### config.mk
export PLATFORM = sky130hd
export DESIGN_NAME = nand_lock_host
export DESIGN_NICKNAME = d
export VERILOG_FILES = /design/src/design/nand_lock_host_pkg.sv /design/src/design/nand_pin_seq.sv /design/src/design/nand_lock_host.sv
export SDC_FILE = /design/constraint.sdc
export NUM_CORES = 1
export LEC_CHECK = 0
export BUFFER_PORTS_ARGS = -buffer_cell sky130_fd_sc_hd__buf_2
export CAP_MARGIN = 20
export CORE_MARGIN = 4
export CORE_UTILIZATION = 55
export CTS_BUF_LIST = sky130_fd_sc_hd__clkbuf_16
export CTS_CLUSTER_SIZE = 16
export DETAILED_ROUTE_END_ITERATION = 10
export MAX_ROUTING_LAYER = met4
export PLACE_DENSITY = 0.77
export SLEW_MARGIN = 25
export SYNTH_ARGS = -nofsm -noshare
export SYNTH_HDL_FRONTEND = slang
export SYNTH_HIERARCHICAL = 1
export SYNTH_SLANG_ARGS = --single-unit
export TNS_END_PERCENT = 5
### constraint.sdc
create_clock -name pclk -period 8.3 [get_ports pclk]
set_clock_uncertainty 0.15 [all_clocks]
set_input_delay 1.66 -clock pclk [delete_from_list [all_inputs] [get_ports pclk]]
set_output_delay 1.66 -clock pclk [all_outputs]
set_load 0.01 [all_outputs]
### src/design/nand_lock_host_pkg.sv
package nand_lock_host_pkg;
   localparam logic [7:0] CMD_LOCK        = 8'h2a;
   localparam logic [7:0] CMD_UNLOCK_LO   = 8'h23;
   localparam logic [7:0] CMD_UNLOCK_HI   = 8'h24;
   localparam logic [7:0] CMD_LOCK_TIGHT  = 8'h2c;
   localparam logic [7:0] CMD_LOCK_STATUS = 8'h7a;
   localparam logic [7:0] CMD_STATUS      = 8'h70;
   // apb register byte offsets
   localparam logic [7:0] REG_CTRL   = 8'h00;
   localparam logic [7:0] REG_START  = 8'h04;
   localparam logic [7:0] REG_END    = 8'h08;
   localparam logic [7:0] REG_STATUS = 8'h0c;
   localparam logic [7:0] REG_RESULT = 8'h10;
   // ctrl fields: go pulse bit, op code bits, wp pulse, preset level
   localparam int CTRL_GO_BIT     = 0;
   localparam int CTRL_OP_LSB     = 1;
   localparam int CTRL_WP_BIT     = 4;
   localparam int CTRL_PRESET_BIT = 5;
   localparam logic [2:0] OP_LOCK = 3'h0;
   localparam logic [2:0] OP_UNLOCK = 3'h1;
   localparam logic [2:0] OP_TIGHT  = 3'h2;
   localparam logic [2:0] OP_QUERY  = 3'h3;
   localparam logic [2:0] OP_WPPULSE = 3'h4;
   // status fields
   localparam int STAT_BUSY_BIT  = 0;
   localparam int STAT_RB_BIT    = 1;
   localparam int STAT_READY_BIT = 2;
   localparam int STAT_UNLOCK_BIT = 2;
   localparam int STAT_LOCK_BIT   = 1;
   localparam int STAT_TIGHT_BIT  = 0;
   // timing
   localparam int CLK_NS        = 100;
   localparam int POWERUP_US    = 10;
   localparam int POWERUP_CYC   = (POWERUP_US * 1000 + CLK_NS - 1) / CLK_NS;
   localparam int STROBE_CYC    = 1;
   localparam int WP_PULSE_CYC  = 2;
   // output flop plus two sync flops before a read byte can be trusted
   localparam int RD_SETTLE_CYC = 3;
   localparam int BLOCK_AW      = 11;
endpackage : nand_lock_host_pkg

### src/design/nand_pin_seq.sv
`timescale 1ns/1ps
`default_nettype none
// one cycle on the nand pins: a latched command/address byte or a read
module nand_pin_seq
   import nand_lock_host_pkg::*;
(
   input  wire logic       pclk,
   input  wire logic       presetn,
   input  wire logic       clk_en,
   input  wire logic       start,
   input  wire logic       is_cmd,
   input  wire logic       is_read,
   input  wire logic [7:0] byte_in,
   input  wire logic [7:0] io_sync,
   output logic            done,
   output logic [7:0]      rd_byte,
   output logic            cle,
   output logic            ale,
   output logic            we_n,
   output logic            re_n,
   output logic [7:0]      io_out,
   output logic            io_oe
);
   typedef enum logic [3:0] {
      S_IDLE = 4'b0001,
      S_LOW  = 4'b0010,
      S_HIGH = 4'b0100,
      S_DONE = 4'b1000
   } seq_t;
   seq_t st_q;
   logic rd_q;
   logic [1:0] dly_q;

   always_ff @(posedge pclk or negedge presetn) begin
      if (!presetn) begin
         st_q    <= S_IDLE;
         cle     <= 1'b0;
         ale     <= 1'b0;
         we_n    <= 1'b1;
         re_n    <= 1'b1;
         io_out  <= 8'h00;
         io_oe   <= 1'b0;
         rd_q    <= 1'b0;
         dly_q   <= 2'd0;
         done    <= 1'b0;
         rd_byte <= 8'h00;
      end else if (clk_en) begin
         done <= 1'b0;
         unique case (st_q)
            S_IDLE: begin
               if (start) begin
                  rd_q   <= is_read;
                  dly_q  <= 2'd0;
                  cle    <= is_cmd & ~is_read;
                  ale    <= ~is_cmd & ~is_read;
                  io_out <= byte_in;
                  io_oe  <= ~is_read;
                  we_n   <= is_read;
                  re_n   <= ~is_read;
                  st_q   <= S_LOW;
               end
            end
            S_LOW: begin
               // reads keep the strobe low until the byte has crossed both sync flops
               if (rd_q && dly_q != 2'(RD_SETTLE_CYC)) begin
                  dly_q <= dly_q + 2'd1;
               end else begin
                  we_n <= 1'b1;
                  re_n <= 1'b1;
                  if (rd_q) rd_byte <= io_sync;
                  st_q <= S_HIGH;
               end
            end
            S_HIGH: begin
               cle   <= 1'b0;
               ale   <= 1'b0;
               io_oe <= 1'b0;
               done  <= 1'b1;
               st_q  <= S_DONE;
            end
            S_DONE: st_q <= S_IDLE;
         endcase
      end
   end
endmodule : nand_pin_seq
`default_nettype wire

### src/design/nand_lock_host.sv
`timescale 1ns/1ps
`default_nettype none
module nand_lock_host
   import nand_lock_host_pkg::*;
#(
   parameter int BLOCK_W      = BLOCK_AW,
   parameter int POWERUP_WAIT = POWERUP_CYC
) (
   input  wire logic        pclk,
   input  wire logic        presetn,
   input  wire logic        clk_en,
   input  wire logic        psel,
   input  wire logic        penable,
   input  wire logic        pwrite,
   input  wire logic [7:0]  paddr,
   input  wire logic [31:0] pwdata,
   output logic [31:0]      prdata,
   output logic             pready,
   output logic             pslverr,
   output logic             cle,
   output logic             ale,
   output logic             ce_n,
   output logic             we_n,
   output logic             read_enable_n,
   output logic             write_protect_n,
   output logic             lock_preset_pin,
   output logic [7:0]       io_out,
   output logic             io_oe,
   input  wire logic [7:0]  io_in,
   input  wire logic        ready_busy_n
);
   import nand_lock_host_pkg::*;

   typedef enum logic [7:0] {
      H_PWRUP = 8'b0000_0001,
      H_IDLE  = 8'b0000_0010,
      H_CMD   = 8'b0000_0100,
      H_ADDR  = 8'b0000_1000,
      H_CMD2  = 8'b0001_0000,
      H_ADDR2 = 8'b0010_0000,
      H_READ  = 8'b0100_0000,
      H_WP    = 8'b1000_0000
   } host_t;

   host_t              st_q;
   logic [7:0]         io_s1_q, io_s2_q;
   logic               rb_s1_q, rb_s2_q;
   logic [2:0]         op_q;
   logic [BLOCK_W-1:0] start_q, end_q;
   logic [15:0]        wait_q;
   logic               go_q, err_q, preset_q;
   logic [7:0]         result_q;
   logic               idx_q, seq_busy_q;
   logic               seq_start, seq_cmd, seq_read, seq_done;
   logic [7:0]         seq_byte, seq_rd;
   logic               seq_cle, seq_ale, seq_we, seq_re, seq_oe;
   logic [7:0]         seq_io;
   logic               wr_acc, rd_acc;
   logic [15:0]        start_w, end_w;

   assign wr_acc  = psel & penable & pwrite;
   assign rd_acc  = psel & penable & ~pwrite;
   assign start_w = 16'(start_q);
   assign end_w   = 16'(end_q);

   // pins from the device pass two flops
   always_ff @(posedge pclk or negedge presetn) begin
      if (!presetn) begin
         io_s1_q <= 8'h00;
         io_s2_q <= 8'h00;
         rb_s1_q <= 1'b0;
         rb_s2_q <= 1'b0;
      end else if (clk_en) begin
         io_s1_q <= io_in;
         io_s2_q <= io_s1_q;
         rb_s1_q <= ready_busy_n;
         rb_s2_q <= rb_s1_q;
      end
   end

   // apb slave: zero wait states, unmapped reads zero with pslverr
   always_ff @(posedge pclk or negedge presetn) begin
      if (!presetn) begin
         pready   <= 1'b0;
         pslverr  <= 1'b0;
         prdata   <= 32'h0000_0000;
         go_q     <= 1'b0;
         op_q     <= OP_LOCK;
         preset_q <= 1'b1;
         start_q  <= '0;
         end_q    <= '0;
      end else if (clk_en) begin
         go_q    <= 1'b0;
         pready  <= psel & ~penable;
         pslverr <= 1'b0;
         if (psel & ~penable & ~pwrite) begin
            unique case (paddr)
               REG_CTRL:   prdata <= {26'h0, preset_q, 5'h0};
               REG_START:  prdata <= {16'h0, start_w};
               REG_END:    prdata <= {16'h0, end_w};
               REG_STATUS: prdata <= {29'h0, st_q == H_IDLE, rb_s2_q, st_q != H_IDLE};
               REG_RESULT: prdata <= {24'h0, result_q};
               default: begin
                  prdata  <= 32'h0000_0000;
                  pslverr <= 1'b1;
               end
            endcase
         end
         if (psel & ~penable & pwrite) begin
            unique case (paddr)
               REG_CTRL: begin
                  go_q     <= pwdata[CTRL_GO_BIT];
                  op_q     <= pwdata[CTRL_OP_LSB +: 3];
                  preset_q <= pwdata[CTRL_PRESET_BIT];
               end
               REG_START: start_q <= pwdata[BLOCK_W-1:0];
               REG_END:   end_q   <= pwdata[BLOCK_W-1:0];
               default:   pslverr <= 1'b1;
            endcase
         end
      end
   end

   assign seq_start = (st_q inside {H_CMD, H_ADDR, H_CMD2, H_ADDR2, H_READ})
                      & wait_q == 16'h0000;
   assign seq_cmd   = st_q inside {H_CMD, H_CMD2};
   assign seq_read  = st_q == H_READ;

   always_comb begin
      seq_byte = 8'h00;
      unique case (st_q)
         H_CMD: begin
            unique case (op_q)
               OP_UNLOCK: seq_byte = CMD_UNLOCK_LO;
               OP_TIGHT:  seq_byte = CMD_LOCK_TIGHT;
               OP_QUERY:  seq_byte = CMD_LOCK_STATUS;
               default:   seq_byte = CMD_LOCK;
            endcase
         end
         H_CMD2:  seq_byte = CMD_UNLOCK_HI;
         H_ADDR:  seq_byte = idx_q ? 8'(start_w >> 8) : start_w[7:0];
         H_ADDR2: seq_byte = idx_q ? 8'(end_w >> 8) : end_w[7:0];
         default: seq_byte = 8'h00;
      endcase
   end

   // main sequence; waits on a wait count in power-up and the wp pulse, on seq_done in each pin state
   always_ff @(posedge pclk or negedge presetn) begin
      if (!presetn) begin
         st_q            <= H_PWRUP;
         wait_q          <= 16'(POWERUP_WAIT);
         idx_q           <= 1'b0;
         err_q           <= 1'b0;
         result_q        <= 8'h00;
         write_protect_n <= 1'b0;
         ce_n            <= 1'b1;
      end else if (clk_en) begin
         if (wait_q != 16'h0000) wait_q <= wait_q - 16'h0001;
         unique case (st_q)
            H_PWRUP: if (wait_q == 16'h0000) begin
               write_protect_n <= 1'b1;
               st_q            <= H_IDLE;
            end
            H_IDLE: if (go_q) begin
               idx_q <= 1'b0;
               err_q <= 1'b0;
               if (op_q == OP_WPPULSE) begin
                  write_protect_n <= 1'b0;
                  wait_q          <= 16'(WP_PULSE_CYC);
                  st_q            <= H_WP;
               end else if (op_q == OP_QUERY && !rb_s2_q) begin
                  err_q <= 1'b1;
               end else if (op_q == OP_UNLOCK && start_q > end_q) begin
                  err_q <= 1'b1;
               end else begin
                  ce_n <= 1'b0;
                  st_q <= H_CMD;
               end
            end
            H_WP: if (wait_q == 16'h0000) begin
               write_protect_n <= 1'b1;
               st_q            <= H_IDLE;
            end
            H_CMD: if (seq_done) begin
               if (op_q == OP_UNLOCK || op_q == OP_QUERY) st_q <= H_ADDR;
               else begin
                  ce_n <= 1'b1;
                  st_q <= H_IDLE;
               end
            end
            H_ADDR: if (seq_done) begin
               idx_q <= ~idx_q;
               if (idx_q) st_q <= (op_q == OP_QUERY) ? H_READ : H_CMD2;
            end
            H_CMD2: if (seq_done) st_q <= H_ADDR2;
            H_ADDR2: if (seq_done) begin
               idx_q <= ~idx_q;
               if (idx_q) begin
                  ce_n <= 1'b1;
                  st_q <= H_IDLE;
               end
            end
            H_READ: if (seq_done) begin
               result_q <= {5'h00, seq_rd[2:0]};
               ce_n     <= 1'b1;
               st_q     <= H_IDLE;
            end
            default: st_q <= H_IDLE;
         endcase
      end
   end

   nand_pin_seq u_seq (
      .pclk    (pclk),
      .presetn (presetn),
      .clk_en  (clk_en),
      .start   (seq_start & ~seq_busy_q),
      .is_cmd  (seq_cmd),
      .is_read (seq_read),
      .byte_in (seq_byte),
      .io_sync (io_s2_q),
      .done    (seq_done),
      .rd_byte (seq_rd),
      .cle     (seq_cle),
      .ale     (seq_ale),
      .we_n    (seq_we),
      .re_n    (seq_re),
      .io_out  (seq_io),
      .io_oe   (seq_oe)
   );

   // blocks a second start while one pin cycle is in flight
   always_ff @(posedge pclk or negedge presetn) begin
      if (!presetn) seq_busy_q <= 1'b0;
      else if (clk_en) begin
         if (seq_done) seq_busy_q <= 1'b0;
         else if (seq_start) seq_busy_q <= 1'b1;
      end
   end

   always_ff @(posedge pclk or negedge presetn) begin
      if (!presetn) begin
         cle             <= 1'b0;
         ale             <= 1'b0;
         we_n            <= 1'b1;
         read_enable_n   <= 1'b1;
         io_out          <= 8'h00;
         io_oe           <= 1'b0;
         lock_preset_pin <= 1'b1;
      end else if (clk_en) begin
         cle             <= seq_cle;
         ale             <= seq_ale;
         we_n            <= seq_we;
         read_enable_n   <= seq_re;
         io_out          <= seq_io;
         io_oe           <= seq_oe;
         lock_preset_pin <= preset_q;
      end
   end
endmodule : nand_lock_host
`default_nettype wire

After elaboration in Yosys (flattened, before gate mapping)

Cells that the tools add are included.
W data, S select, Z words.

$lt $le $gt $ge: 1
Add/subtract/negate cells: 2
Reductions and logical operators: 36
Mux-type cells: 66
Equality and inequality tests: 42
Bitwise logic cells: 14

Operators by type and width:

| operator                | number |
|---|---|
| $mux W8                 | 14 |
| $mux W16                | 4 |
| $pmux W8 S7             | 1 |
| $pmux W11 S5            | 1 |
| $pmux W8 S4             | 1 |
| $mux W1                 | 28 |
| $eq A8 B4 Y1 const B    | 3 |
| $pmux W7 S3             | 1 |
| $reduce_and A3 Y1       | 7 |
| $ne A2 B2 Y1 const B    | 10 |
| $ne A2 B1 Y1 const B    | 9 |
| $eq A8 B3 Y1 const B    | 2 |
| $eq A8 B5 Y1 const B    | 2 |
| $logic_not A16 Y1       | 1 |
| $pmux W4 S4             | 1 |
| $reduce_and A4 Y1       | 4 |
| $reduce_bool A16 Y1     | 1 |
| $sub A16 B1 Y16 const B | 1 |
| $pmux W1 S2             | 7 |
| $mux W4                 | 3 |
| $reduce_and A12 Y1      | 1 |
| $reduce_bool A2 Y1      | 6 |
| $gt A11 B11 Y1          | 1 |
| $reduce_and A11 Y1      | 1 |
| 32 further kinds        | 51 |

Flip-flop bits (word level): 138
Logic and storage cells: 198

Depth between registers and ports, before layout

Depth after elaboration: 7
Depth in mapped cells: 11

By module

Netlist, hierarchy kept.

By module, submodules not included:

| module         | sequential area each (µm²) | area each (µm²) | cells an instance | instances |
|---|---|---|---|---|
| nand_lock_host | 2588.7                     | 5346.4          | 508               | 1 |
| nand_pin_seq   | 729.4                      | 1298.7          | 121               | 1 |

Least setup slack after synthesis

No wires, ideal clock.

Path kind: input to register
From: input port paddr[1]
To: register start_q[1]
Arrival time: 3.199 ns
Library setup time: 0.125 ns
Stages: 7
Buffers on the path: 1
Setup slack: 4.826 ns
Cells stage by stage: nor3_1 -> nand2_1 -> or2_2 -> nor3b_2 -> nand3_1 -> buf_2 -> mux2_2

Cells in the longest elaborated chain, start to end: 2

RTL lines:

| item                               | RTL line              | RTL |
|---|---|---|
| start, declared                    | nand_lock_host.sv:15  | `input wire logic [7:0] paddr,` |
| $eq A8 B3 Y1                       | nand_lock_host.sv:110 | `unique case (paddr)` |
| $reduce_and A3 Y1 (no source line) | --                    |  |
| end signal, assigned               | nand_lock_host.sv:116 | `REG_START: start_q <= pwdata[BLOCK_W-1:0];` |
| end, declared                      | nand_lock_host.sv:49  | `logic [BLOCK_W-1:0] start_q, end_q;` |

Every way passes these cells.
A chain may end at the register's enable or synchronous reset.

==> reports/metrics.cfg <==
[cells_and_area]
antenna_cells = 0
area_growth_pct = 14.44
nFillCells = 860
final_nets = 722
seqCellArea_sq_um = 2943
multi_input_area_sq_um = 2883
mostFrequentLayoutCells = 105 x dfrtp_1, 63 x nand2_1, 56 x buf_2
drive_above_1_share_pct = 25.68
post-route-util_pct = 64.40
mostFrequentLayoutCell = dfrtp_1

[route]
wl_per_cell_um = 17.09
vias = 4647
dr.pass1.iters = 5
wirelength_um = 13770
ant_nets = 0
drc_errors = 0
avgViaCountPerCell = 5.766
detail_route.iter0.violations = 472

[synthesis]
syn_area_sq_um = 6101
synth_cells = 599
yosysWarnings = 6
postSynthAreaPerCell_sq_um = 10.19

[floorplanning]
pin_count = 105
core_sq_um = 10840
chipHeight_um = 113.3
initial_core_util_pct = 56.28
die_width_um = 113.3
rows = 38
die_area_sq_um = 12840

[global_routing]
grt_pass1_vias = 4739
grt_use_met2_pct = 36.97
use_met3_pct = 5.936
grt_usage_pct = 24.04
grt_pass1_wl_um = 23860
overflow = 0
grt_antenna_before_repair = 0
top_usage_layer = met2
use_met1_pct = 32.01
grt_start_max_net_pins = 61

[clock_network]
clk_pin_slew_ns = 0.05
cts_inserted_buffers = 17
clock_path_buffers = 2
cts_sinks = 117
cts_setup_buffers = 0
h-tree-depth = 4
cts_tree = built
root_buffer = clkbuf_16
clkLatencyLatePin_ns = 0.41
ctsHoldBuffers = 0
postCtsResizedCells = 0

[timing]
tns_ns = 0
hold_viol = 0
slew_headroom_pct = 50.08
setup_viol = 0
slew_viol_final = 0
fin_hold_ws_ns = 0.3245
fin_crit_sh_pct = 48.44
tightest_slew_ns = 0.7464
period_needed_ns = 4.021
fmax_ghz = 0.2487
rsz0062_at_grt = false

[worst_setup_path]
cp.arrival_ns = 4.16
cp_max_fo = 44
crit_chain = buf_2 -> buf_4 -> inv_1 -> a41oi_1 -> o21ai_0 -> or4_4 -> a21oi_4 -> mux2_2
crit_slowest_cell = or4_4
cp_slowest_stage_delay_ns = 0.52
critPathLaunchType = input pin
end_kind = register
required_ns = 8.44
path_class = input pin to register

[run_status]
status = completed

[placement]
place_congestion = 0.9617
dp_hpwl_um = 9781
io_buffer_count = 57

[pwr]
ir_worst_vdd_v = 0.0001648
p_leak_nw = 3.363
p_per_area_nw_per_um2 = 267.1

[hold_path]
holdCritPathClass = register to register

[run]
max_cap_violations = 0

-- flip-flops by register name (all words and copies together) (netlist names), 2 cells and up --
| signal | flops |
|---|---|
| end_q | 11 |
| io_out | 8 |
| io_s1_q | 3 |
| io_s2_q | 3 |
| op_q | 3 |
| prdata | 11 |
| result_q | 3 |
| st_q | 8 |
| start_q | 11 |
| u_seq/dly_q | 2 |
| u_seq/io_out | 8 |
| u_seq/rd_byte | 3 |
| u_seq/st_q | 4 |
| wait_q | 16 |
-- routing by layer --
metal | share of wire (%) | vias to the layer above
met2 | 50 | 111
met3 | 5.2 | 13
met4 | 1.1 | 0
met1 | 44 | 2333
li1 | - | 2190
met5 | 0 | -
-- final cells by class --
cell class                 count  share of cell area (%)
multi-input combinational    430                   41.29
clock inverter                15                   2.115
clock buffer                  17                   6.093
timing repair buffer          59                   4.337
tap                          140                   2.509
sequential                   117                   42.15
inverter                      28                   1.505
-- metrics by stage --
step | power (mW) | cell area, sq um | setup slack (ns) | std cells
2_1_floorplan | 1.051 | 6176 | 4.826 | 619
3_3_place_gp | 1.141 | 6400 | 3.660 | 774
3_5_place_dp | 1.163 | 6409 | 3.861 | 774
4_1_cts | 1.877 | 6982 | 4.293 | 806
5_1_grt | 1.971 | 6982 | 4.019 | 806
6_report | 1.865 | 6982 | 4.279 | 806
-- where the power goes --
group	switching, mW	total, mW	internal [mW]	leakage (nW)
clock	0.245	0.706	0.461	0.289
combinational	0.214	0.387	0.173	1.63
sequential	0.0992	0.772	0.672	1.45
total	0.558	1.86	1.31	3.36
-- worst max-delay path: cells and delay by family --
family	cells	cell delay, ns
muxes	1	0.37
and+or+nand+nor	1	0.52
buffers and inverters	3	0.79
AOI/OAI and AO/OA	3	0.80
-- path summary, 6_finish.rpt --
check,from,to,slack (ns),depth (start not counted)
worst max-delay path,clk_en,st_q[6],4.28,8
worst min-delay path,u_seq/io_out[6],u_seq/io_out[6],0.32,2
worst max register to register,st_q[3],u_seq/cle,5.06,8
worst min register to register,u_seq/io_out[6],u_seq/io_out[6],0.32,2
max in group asynchronous,presetn,u_seq/io_out[3],5.62,2
min in group asynchronous,presetn,pslverr,1.16,1
(Power assumes the default switching activity.)
